<file path="src/tcp_pkg.sv">
// Constants shared by both ends of the transmit command and buffer parser
package tcp_pkg;
    // Command A field positions
    localparam int CA_IRQ_BIT   = 31;
    localparam int CA_ALIGN_LO  = 24;
    localparam int CA_OFF_LO    = 16;
    localparam int CA_FS_BIT    = 13;
    localparam int CA_LS_BIT    = 12;
    // Command B field positions
    localparam int CB_TAG_LO    = 16;
    localparam int CB_CRCDIS    = 13;
    localparam int CB_PADDIS    = 12;
    // Shared field widths
    localparam int SIZE_W       = 11;
    localparam int OFF_W        = 5;
    localparam int TAG_W        = 16;
    // End alignment codes
    localparam logic [1:0] AL_4  = 2'h0;
    localparam logic [1:0] AL_16 = 2'h1;
    localparam logic [1:0] AL_32 = 2'h2;
    // Store-and-forward space limit and buffer cap
    localparam logic [11:0] SPACE_MAX = 12'h7F4;
    localparam logic [6:0]  FRAG_MAX  = 7'h56;
    // Host register byte offsets
    localparam logic [7:0] REG_CMDA  = 8'h00;
    localparam logic [7:0] REG_CMDB  = 8'h04;
    localparam logic [7:0] REG_DATA  = 8'h08;
    localparam logic [7:0] REG_CTRL  = 8'h0C;
    localparam logic [7:0] REG_STAT  = 8'h10;
    // Host status bit positions
    localparam int ST_FRAG_BIT  = 0;
    localparam int ST_SEQ_BIT   = 1;
    localparam int ST_CNT_LO    = 8;
endpackage : tcp_pkg

</file>
<file path="src/tcp_link_if.sv">
// Word link from the host end into the device parser
`timescale 1ns/10ps
interface tcp_link_if;
    logic        wvalid;  // Host offers a word
    logic [31:0] wdata;   // Command or data word
    logic        wready;  // Device takes the word

    modport dev  (input wvalid, input wdata, output wready);
    modport host (output wvalid, output wdata, input wready);
endinterface : tcp_link_if

</file>
<file path="src/tcp_byte_ser.sv">
// Byte serialiser: shifts selected lanes of one dword out to the MAC layer
`timescale 1ns/10ps
module tcp_byte_ser (
    input  wire logic        i_clk,    // System clock
    input  wire logic        i_resetn, // Async reset, active low
    input  wire logic        i_load,   // Take a new dword
    input  wire logic [31:0] i_word,   // Dword holding payload
    input  wire logic [1:0]  i_lane,   // First valid byte lane
    input  wire logic [2:0]  i_nbytes, // Valid bytes, 1 to 4
    input  wire logic        i_eop,    // Dword ends the packet
    input  wire logic        i_ready,  // MAC layer takes a byte
    output logic             o_valid,  // Byte on offer
    output logic [7:0]       o_data,   // Byte value
    output logic             o_last,   // Final byte of packet
    output logic             o_done    // Last byte of dword taken
);
    logic [31:0] sh;
    logic [2:0]  cnt;
    logic        eop;
    logic        take;

    assign take   = o_valid && i_ready;
    assign o_done = take && (cnt == 3'h1);
    assign o_data = sh[7:0];

    // Shift register; lanes below the first are shifted away
    always_ff @(posedge i_clk or negedge i_resetn) begin
        if (!i_resetn) begin
            sh  <= 32'h0;
            cnt <= 3'h0;
            eop <= 1'b0;
        end else if (i_load) begin
            sh  <= i_word >> {i_lane, 3'h0};
            cnt <= i_nbytes;
            eop <= i_eop;
        end else if (take) begin
            sh  <= sh >> 8;
            cnt <= cnt - 3'h1;
        end
    end

    // Valid and last flags; unused tail bytes never leave
    always_ff @(posedge i_clk or negedge i_resetn) begin
        if (!i_resetn) begin
            o_valid <= 1'b0;
            o_last  <= 1'b0;
        end else if (i_load) begin
            o_valid <= 1'b1;
            o_last  <= i_eop && (i_nbytes == 3'h1);
        end else if (take) begin
            o_valid <= (cnt != 3'h1);
            o_last  <= eop && (cnt == 3'h2);
        end
    end
endmodule : tcp_byte_ser

</file>
<file path="src/tcp_dev.sv">
// Device end: parses transmit command words and strips offsets and padding
`timescale 1ns/10ps
module tcp_dev (
    input  wire logic  i_clk,          // System clock
    input  wire logic  i_resetn,       // Async reset, active low
    tcp_link_if.dev    link,           // Word link from host
    input  wire logic  i_mac_ready,    // MAC layer takes a byte
    input  wire logic  i_err_clr,      // Clears transmit error flag
    output logic       o_mac_valid,    // Payload byte valid
    output logic [7:0] o_mac_data,     // Payload byte
    output logic       o_mac_last,     // Final byte of packet
    output logic       o_stat_valid,   // Status pulse per packet
    output logic [15:0] o_stat_tag,    // Packet tag
    output logic       o_stat_err,     // Packet had an error
    output logic       o_crc_add,      // Append frame check
    output logic       o_pad_en,       // Pad short frames
    output logic       o_tx_err,       // Transmit error flag, sticky
    output logic       o_buf_loaded    // Buffer loaded flag pulse
);
    typedef enum logic [2:0] {
        TCP_CMDA = 3'b001,
        TCP_CMDB = 3'b010,
        TCP_DATA = 3'b100
    } tcp_state_t;

    // Dwords spanned by a byte count
    function automatic logic [9:0] tcp_words(input logic [11:0] b);
        logic [12:0] s;
        s = {1'b0, b} + 13'h3;
        return s[11:2];
    endfunction : tcp_words

    // Dwords after rounding up to the end alignment
    function automatic logic [9:0] tcp_align(input logic [11:0] b, input logic [1:0] al);
        logic [9:0] w;
        w = tcp_words(b);
        case (al)
            tcp_pkg::AL_16: return (w + 10'h3) & 10'h3FC;
            tcp_pkg::AL_32: return (w + 10'h7) & 10'h3F8;
            default:        return w;
        endcase
    endfunction : tcp_align

    tcp_state_t        state;
    logic [31:0]       cmda;
    logic [31:0]       cmdb_pkt;
    logic [11:0]       cum;
    logic [11:0]       space;
    logic              mism;
    logic [9:0]        wcnt;
    logic [9:0]        tot_w;
    logic [9:0]        last_w;
    logic [10:0]       rem;
    logic              rdy;
    logic              ser_done;

    logic              acc;
    logic [31:0]       w;
    logic [4:0]        off;
    logic [10:0]       size;
    logic              fs;
    logic              ls;
    logic [11:0]       span;
    logic [11:0]       cum_n;
    logic [11:0]       space_n;
    logic              mism_n;
    logic              pkt_err;
    logic              end_b;
    logic              end_d;
    logic              pay;
    logic [1:0]        lane;
    logic [2:0]        room;
    logic [2:0]        nb;
    logic              ld;

    assign link.wready = rdy;
    assign acc  = link.wvalid && rdy;
    assign w    = link.wdata;
    assign off  = cmda[tcp_pkg::CA_OFF_LO +: tcp_pkg::OFF_W];
    assign size = cmda[tcp_pkg::SIZE_W-1:0];
    assign fs   = cmda[tcp_pkg::CA_FS_BIT];
    assign ls   = cmda[tcp_pkg::CA_LS_BIT];
    assign span = {7'h0, off} + {1'b0, size};

    // Per-packet accounting as command B arrives
    always_comb begin
        cum_n   = (fs ? 12'h0 : cum) + {1'b0, size};
        space_n = (fs ? 12'h0 : space)
                + {tcp_words({10'h0, off[1:0]} + {1'b0, size}), 2'h0};
        mism_n  = fs ? 1'b0 : (mism || (w != cmdb_pkt));
        pkt_err = (cum_n[10:0] != w[tcp_pkg::SIZE_W-1:0])
               || cum_n[11] || mism_n
               || (space_n > tcp_pkg::SPACE_MAX);
    end

    // Payload selection for the dword at the current index
    always_comb begin
        pay  = (size != 11'h0) && (wcnt >= {7'h0, off[4:2]})
            && (wcnt <= last_w);
        lane = (wcnt == {7'h0, off[4:2]}) ? off[1:0] : 2'h0;
        room = 3'h4 - {1'b0, lane};
        nb   = (rem < {8'h0, room}) ? rem[2:0] : room;
        ld   = (state == TCP_DATA) && acc && pay;
        end_d = (state == TCP_DATA) && acc && (wcnt + 10'h1 == tot_w);
        end_b = end_d || ((state == TCP_CMDB) && acc
              && (tcp_align(span, cmda[tcp_pkg::CA_ALIGN_LO +: 2]) == 10'h0));
    end

    //----------------------------------------------------------------
    // Word sequencing
    //----------------------------------------------------------------

    // Command A, command B, then data section of the buffer
    always_ff @(posedge i_clk or negedge i_resetn) begin
        if (!i_resetn) begin
            state <= TCP_CMDA;
        end else if (acc) begin
            case (state)
                TCP_CMDA: state <= TCP_CMDB;
                TCP_CMDB: state <= end_b ? TCP_CMDA : TCP_DATA;
                TCP_DATA: state <= end_d ? TCP_CMDA : TCP_DATA;
                default:  state <= TCP_CMDA;
            endcase
        end
    end

    // Command capture and packet accounting
    always_ff @(posedge i_clk or negedge i_resetn) begin
        if (!i_resetn) begin
            cmda     <= 32'h0;
            cmdb_pkt <= 32'h0;
            cum      <= 12'h0;
            space    <= 12'h0;
            mism     <= 1'b0;
        end else if (acc && state == TCP_CMDA) begin
            cmda <= w;
        end else if (acc && state == TCP_CMDB) begin
            if (fs) begin
                cmdb_pkt <= w;
            end
            cum   <= cum_n;
            space <= space_n;
            mism  <= mism_n;
        end
    end

    // Data index, total dwords incl. padding, last payload dword
    always_ff @(posedge i_clk or negedge i_resetn) begin
        if (!i_resetn) begin
            wcnt   <= 10'h0;
            tot_w  <= 10'h0;
            last_w <= 10'h0;
            rem    <= 11'h0;
        end else if (acc && state == TCP_CMDB) begin
            wcnt   <= 10'h0;
            tot_w  <= tcp_align(span, cmda[tcp_pkg::CA_ALIGN_LO +: 2]);
            last_w <= tcp_words(span) - 10'h1;
            rem    <= size;
        end else if (acc && state == TCP_DATA) begin
            wcnt <= wcnt + 10'h1;
            if (pay) begin
                rem <= rem - {8'h0, nb};
            end
        end
    end

    // Link ready: held low while a payload dword drains to the MAC layer
    always_ff @(posedge i_clk or negedge i_resetn) begin
        if (!i_resetn) begin
            rdy <= 1'b1;
        end else if (ld) begin
            rdy <= 1'b0;
        end else if (ser_done) begin
            rdy <= 1'b1;
        end
    end

    tcp_byte_ser u_ser (
        .i_clk    (i_clk),
        .i_resetn (i_resetn),
        .i_load   (ld),
        .i_word   (w),
        .i_lane   (lane),
        .i_nbytes (nb),
        .i_eop    (ls && (rem == {8'h0, nb})),
        .i_ready  (i_mac_ready),
        .o_valid  (o_mac_valid),
        .o_data   (o_mac_data),
        .o_last   (o_mac_last),
        .o_done   (ser_done)
    );

    //----------------------------------------------------------------
    // Packet status and flags
    //----------------------------------------------------------------

    // Status pulse at the close of the last buffer
    always_ff @(posedge i_clk or negedge i_resetn) begin
        if (!i_resetn) begin
            o_stat_valid <= 1'b0;
            o_stat_tag   <= 16'h0;
            o_stat_err   <= 1'b0;
            o_crc_add    <= 1'b0;
            o_pad_en     <= 1'b0;
            o_buf_loaded <= 1'b0;
        end else begin
            o_stat_valid <= end_b && ls;
            o_buf_loaded <= end_b && cmda[tcp_pkg::CA_IRQ_BIT];
            if (end_b && ls) begin
                o_stat_tag <= cmdb_pkt[tcp_pkg::CB_TAG_LO +: tcp_pkg::TAG_W];
                o_stat_err <= (cum[10:0] != cmdb_pkt[tcp_pkg::SIZE_W-1:0])
                           || cum[11] || mism || (space > tcp_pkg::SPACE_MAX);
                o_crc_add  <= !cmdb_pkt[tcp_pkg::CB_CRCDIS]
                           || cmdb_pkt[tcp_pkg::CB_PADDIS];
                o_pad_en   <= !cmdb_pkt[tcp_pkg::CB_PADDIS];
            end
        end
    end

    // Sticky error: raised when command B of the last buffer shows a fault; set beats clear
    always_ff @(posedge i_clk or negedge i_resetn) begin
        if (!i_resetn) begin
            o_tx_err <= 1'b0;
        end else if (acc && state == TCP_CMDB && ls && pkt_err) begin
            o_tx_err <= 1'b1;
        end else if (i_err_clr) begin
            o_tx_err <= 1'b0;
        end
    end
endmodule : tcp_dev

</file>
<file path="src/flat_wrapper.sv">
// flat-port wrapper written by rule: the top's interface ports become plain ports
module tcp_dev_flat 
  (i_clk, i_resetn, i_mac_ready, i_err_clr, o_mac_valid, o_mac_data, o_mac_last, o_stat_valid, o_stat_tag, o_stat_err, o_crc_add, o_pad_en, o_tx_err, o_buf_loaded, link_wvalid, link_wdata, link_wready);
  tcp_link_if link_i ();
  input  wire logic i_clk;
  input  wire logic i_resetn;
  input  wire logic i_mac_ready;
  input  wire logic i_err_clr;
  output logic o_mac_valid;
  output logic [7:0] o_mac_data;
  output logic o_mac_last;
  output logic o_stat_valid;
  output logic [15:0] o_stat_tag;
  output logic o_stat_err;
  output logic o_crc_add;
  output logic o_pad_en;
  output logic o_tx_err;
  output logic o_buf_loaded;
  input wire logic [$bits(link_i.wvalid)-1:0] link_wvalid;
  input wire logic [$bits(link_i.wdata)-1:0] link_wdata;
  output wire logic [$bits(link_i.wready)-1:0] link_wready;
  assign link_i.wvalid = link_wvalid;
  assign link_i.wdata = link_wdata;
  assign link_wready = link_i.wready;
  tcp_dev u_core (.i_clk(i_clk), .i_resetn(i_resetn), .link(link_i), .i_mac_ready(i_mac_ready), .i_err_clr(i_err_clr), .o_mac_valid(o_mac_valid), .o_mac_data(o_mac_data), .o_mac_last(o_mac_last), .o_stat_valid(o_stat_valid), .o_stat_tag(o_stat_tag), .o_stat_err(o_stat_err), .o_crc_add(o_crc_add), .o_pad_en(o_pad_en), .o_tx_err(o_tx_err), .o_buf_loaded(o_buf_loaded));
endmodule
</file>
<file path="config.mk">
export PLATFORM = sky130hd
export DESIGN_NAME = tcp_dev_flat
export DESIGN_NICKNAME = d
export VERILOG_FILES = /design/src/tcp_pkg.sv /design/src/tcp_link_if.sv /design/src/tcp_byte_ser.sv /design/src/tcp_dev.sv /design/src/flat_wrapper.sv
export SDC_FILE = /design/constraint.sdc
export NUM_CORES = 1
export LEC_CHECK = 0
export ABC_AREA = 1
export ABC_CLOCK_PERIOD_IN_PS = 4200
export BUFFER_PORTS_ARGS = -buffer_cell sky130_fd_sc_hd__buf_2
export CAP_MARGIN = 40
export CORE_MARGIN = 8
export CORE_UTILIZATION = 55
export DETAILED_ROUTE_END_ITERATION = 10
export HOLD_SLACK_MARGIN = 0.15
export PLACE_DENSITY = 0.73
export RECOVER_POWER = 100
export SYNTH_ARGS = -nofsm -noshare
export SYNTH_HDL_FRONTEND = slang
export SYNTH_SLANG_ARGS = --single-unit
export TNS_END_PERCENT = 5
</file>
<file path="constraint.sdc">
create_clock -name i_clk -period 4.2 [get_ports i_clk]
set_input_delay 0.42 -clock i_clk [delete_from_list [all_inputs] [get_ports i_clk]]
set_output_delay 0.42 -clock i_clk [all_outputs]
set_load 0.03 [all_outputs]
</file>
==> summary.txt <==
Outcome
  – Status: complete, but fails checks
  – Violated checks: max-capacitance violations, max-slew violations

Detailed routing
  – DRT Wirelength: 33600 microns
  – DRT Pass-1 Iters: 5
  – Drt drc: 0
  – Number of routed nets with antenna violations: 0
  – DR WL/cell: roughly 17 microns
  – Via density: between 5 and 6
  – Via total after detailed routing: around 11000
  – DRT iter0 DRCs: 1005

Logic synthesis
  – Post-synth top flop: dfrtp_1
  – Synth area leaders: dfrtp_1 (39%), nand2_1 (14%), inv_1 (6.5%)
  – Seq cells post-synth: about 180
  – FFs w/ async S/R, synth: 100%
  – Sequential area share after synthesis: around two fifths
  – EDFF count, synth: 0
  – Syn Std Cell Area: between 0.01 and 0.015 sq mm
  – Syn nets: approximately 1700
  – Dominant cell type by area after synthesis: dfrtp_1
  – Post-synth top area share: 38.5%
  – Yosys warning total: 0
  – Synth Instances: between 1500 and 2000
  – Yosys cell types: 46
  – Syn avg cell area: about 7.4 sq um

Floorplanning
  – CORE AREA: 0.0210 sq mm
  – IO Count: 70
  – Die Span Y: 162 microns
  – Die W: between 150 and 200 microns
  – Standard-cell rows: 53
  – Die ar.: ~0.026 sq mm
  – Initial Util: 55.9%

Power
  – Power Dens Cells: about 850 mW/mm^2
  – Max rail drop VDD: between 0.3 and 0.4 mV
  – Leakage: 6.65 nW
  – Power Total: about 11 mW

GRT
  – Initial antenna violation count: 0
  – Largest net degree at the start of global routing: around 100
  – All-Layer GR Usage: between 20 and 30%
  – GR Overflow Total: 0
  – Global-route wire length before repair: between 50000 and 60000 microns
  – Vias in the first global route: 10290

STA
  – PnR worst setup slack: approximately 0.17 ns
  – Slew @ Worst Pin: 2.66 ns
  – Final Hold Viols: 0
  – Slew headroom: -77.1%
  – Final setup vio count: 0
  – Pins Over Slew Limit: 149
  – RSZ-0062 raised after global routing: true
  – Clk_skew: roughly 0.013 ns
  – Fin crit share: 96.0%
  – Shortest period the worst path allows: approximately 4 ns
  – Max Freq: 0.248 GHz

Clock network
  – Clk buf depth: 2
  – CTS tree: yes
  – TritonCTS buffer count: 17
  – Clock latency on the worst-skew pair: 0.45 ns
  – H-tree depth: 4
  – CTS sink count: about 180
  – Root Driver: clkbuf_16
  – CTS clk-pin slew, worst paths: ~0.08 ns

Run
  – Max-cap violations: 2

Layout
  – Synth-to-Final Area Change: 11.7%
  – Layout cells sized above 1: about a tenth
  – Final net count: approximately 1800
  – N_diodes: 0

Critical path
  – Crit. End Element: flip-flop
  – Data required time of the critical path: roughly 4.6 ns
  – CP dominant cell by count: nand2_2
  – Max incr delay on CP: approximately 0.43 ns
  – WS Path Type: flip-flop to flip-flop
  – Crit path arrival time: about 4.4 ns
  – Crit-path max FO: 4
  – Slowest stage cell, crit path: dfrtp_1
  – CP startpoint kind: flip-flop

Hold path
  – Hold Path Class: input pin to flip-flop

Placement
  – Pre-CTS WS: 0.0765 ns
  – Global placer's final weighted congestion: 0.956
  – Post-DP HPWL: ~25000 microns
  – Port buffer count: between 60 and 70
==> flip-flops by register name, indices dropped and copies added, names as in the netlist <==
signal                flops
u_core.cmda              21
u_core.cmdb_pkt          32
u_core.cum               12
u_core.last_w            10
u_core.link.wready        1
u_core.mism               1
u_core.o_buf_loaded       1
u_core.o_crc_add          1
u_core.o_pad_en           1
u_core.o_stat_err         1
u_core.o_stat_tag        16
u_core.o_stat_valid       1
u_core.o_tx_err           1
u_core.rem               11
u_core.space             12
u_core.state              3
u_core.tot_w             10
u_core.u_ser.cnt          3
u_core.u_ser.eop          1
u_core.u_ser.o_last       1
u_core.u_ser.o_valid      1
u_core.u_ser.sh          32
u_core.wcnt              10
==> cells in the final DEF, fill, tap and decap left out, types with 5 or more instances in the layout <==
| master | n |
|---|---|
| nor2_2 | 8 |
| o21ai_0 | 140 |
| a31oi_1 | 7 |
| fa_1 | 5 |
| clkbuf_16 | 17 |
| o2111ai_1 | 6 |
| buf_2 | 35 |
| dfrtp_1 | 180 |
| o211ai_1 | 30 |
| nand3_2 | 7 |
| o22ai_1 | 22 |
| nand4_1 | 28 |
| nand2_4 | 5 |
| ha_1 | 51 |
| a22oi_1 | 5 |
| clkbuf_1 | 36 |
| inv_2 | 15 |
| buf_4 | 27 |
| xor2_1 | 51 |
| clkbuf_2 | 5 |
| a21oi_1 | 40 |
| o221ai_1 | 7 |
| xnor2_1 | 7 |
| nand3_1 | 96 |
| nor4_1 | 11 |
| nand2_2 | 17 |
| o311ai_0 | 6 |
| nand2_1 | 425 |
| nor2_1 | 99 |
| nor2_4 | 5 |
| o21ai_1 | 10 |
| nor3_1 | 19 |
| inv_1 | 202 |
==> metal layers <==
metal,wire length [microns],vias up,global-route usage (%)
met5,0,-,0
met4,779,0,7.53
met3,2480,56,4.76
met2,15200,407,39.4
met1,15100,5155,35.2
li1,-,5364,-
==> cells in the mapped netlist, types with 2 or more instances <==
master     count
a22oi_1        5
buf_2          4
buf_4          9
nand2_2        9
nor2_1       105
inv_1        205
nor3_1        20
o211ai_1      30
nand3_2        6
a211oi_1       4
nand2_4        4
nand2_1      434
xnor2_1        8
or2_2          3
nand4_1       28
o221ai_1       7
and2_1         3
fa_1           5
o21a_1         2
buf_6          2
o21ai_1        7
clkbuf_1      39
o22ai_1       22
o311ai_0       6
nand3_1       97
dfstp_2        2
o21ai_0      143
clkinv_1       3
a31oi_1        7
nor2_2         6
xor2_1        51
a21oi_1       40
ha_1          54
nand3b_1       4
dfrtp_1      181
o2111ai_1      6
nor4_1        12
inv_2         12
==> report_power, final <==
group	total, mW	internal, mW	leakage (nW)	switching (mW)
clock	1.63	0.845	0.279	0.781
sequential	3.18	2.49	2.35	0.693
combinational	6.34	2.24	4.03	4.10
==> worst paths after layout <==
check / from / endpoint / slack [ns] / depth (start not counted)
setup / recovery: u_core.wcnt[3]$_DFFE_PN0P_ / u_core.rem[9]$_DFFE_PN0P_ / 0.17 / 29
hold / removal: i_err_clr / u_core.o_tx_err$_DFFE_PN0P_ / 0.20 / 4
setup reg to reg: u_core.wcnt[3]$_DFFE_PN0P_ / u_core.rem[9]$_DFFE_PN0P_ / 0.17 / 29
hold reg to reg: u_core.o_stat_tag[9]$_DFFE_PN0P_ / u_core.o_stat_tag[9]$_DFFE_PN0P_ / 0.47 / 2
max in group asynchronous: i_resetn / u_core.cmda[1]$_DFFE_PN0P_ / 0.77 / 3
min in group asynchronous: i_resetn / u_core.tot_w[8]$_DFFE_PN0P_ / 1.29 / 2
==> cell type report <==
type / count / area (sq um)
fill: 1914 / 7890
multi-input combinational: 1135 / 6230
sequential: 183 / 4580
inverter: 220 / 826
timing repair buffer: 105 / 559
clock buffer: 17 / 425
tap: 275 / 344
clock inverter: 14 / 165
==> critical path: cells and delay by family (launching register included) <==
family / cells / cell delay, ns
adders and majority gates: 2 / 0.45
DFF: 1 / 0.43
AOI/OAI and AO/OA: 4 / 0.42
xor gates and xnor gates: 2 / 0.27
and+or+nand+nor: 17 / 1.98
buffers and inverters: 4 / 0.38
==> cell families (layout without fill, tap and decap cells) <==
kind of cell | count (synthesis) | after routing | share of synthesized area [%]
compound gates | 283 | 283 | 13.9
xor+xnor | 59 | 59 | 4.40
fa+ha+maj | 59 | 59 | 6.60
buf+inv | 275 | 356 | 9.24
flops | 183 | 183 | 39.0
simple gates | 734 | 734 | 26.9
==> stage by stage <==
stage | setup TNS [ns] | util, % | cells | hold slack, ns | cell area (sq um)
after CTS | 0 | 61.8 | 1936 | 0.195 | 13000
after global placement | 0 | 58.8 | 1903 | 0.451 | 12400
after global routing | -0.110 | 62.5 | 1949 | 0.214 | 13100
final | 0 | 62.5 | 1949 | 0.199 | 13100
after detailed placement | 0 | 58.9 | 1904 | 0.453 | 12400
after floorplan | 0 | - | 1593 | 0.124 | 11800
==> repair_timing <==
| item | 4_1_cts | 5_1_grt |
|---|---|---|
| hold buffers | 1 | 0 |
| gates resized for setup | 0 | 37 |
| buffers inserted | 0 | 13 |
| setup endpoints to repair | 0 | 22 |
| endpoints found under the hold margin | 44 | 0 |
Power figures use the tool's default switching activity.
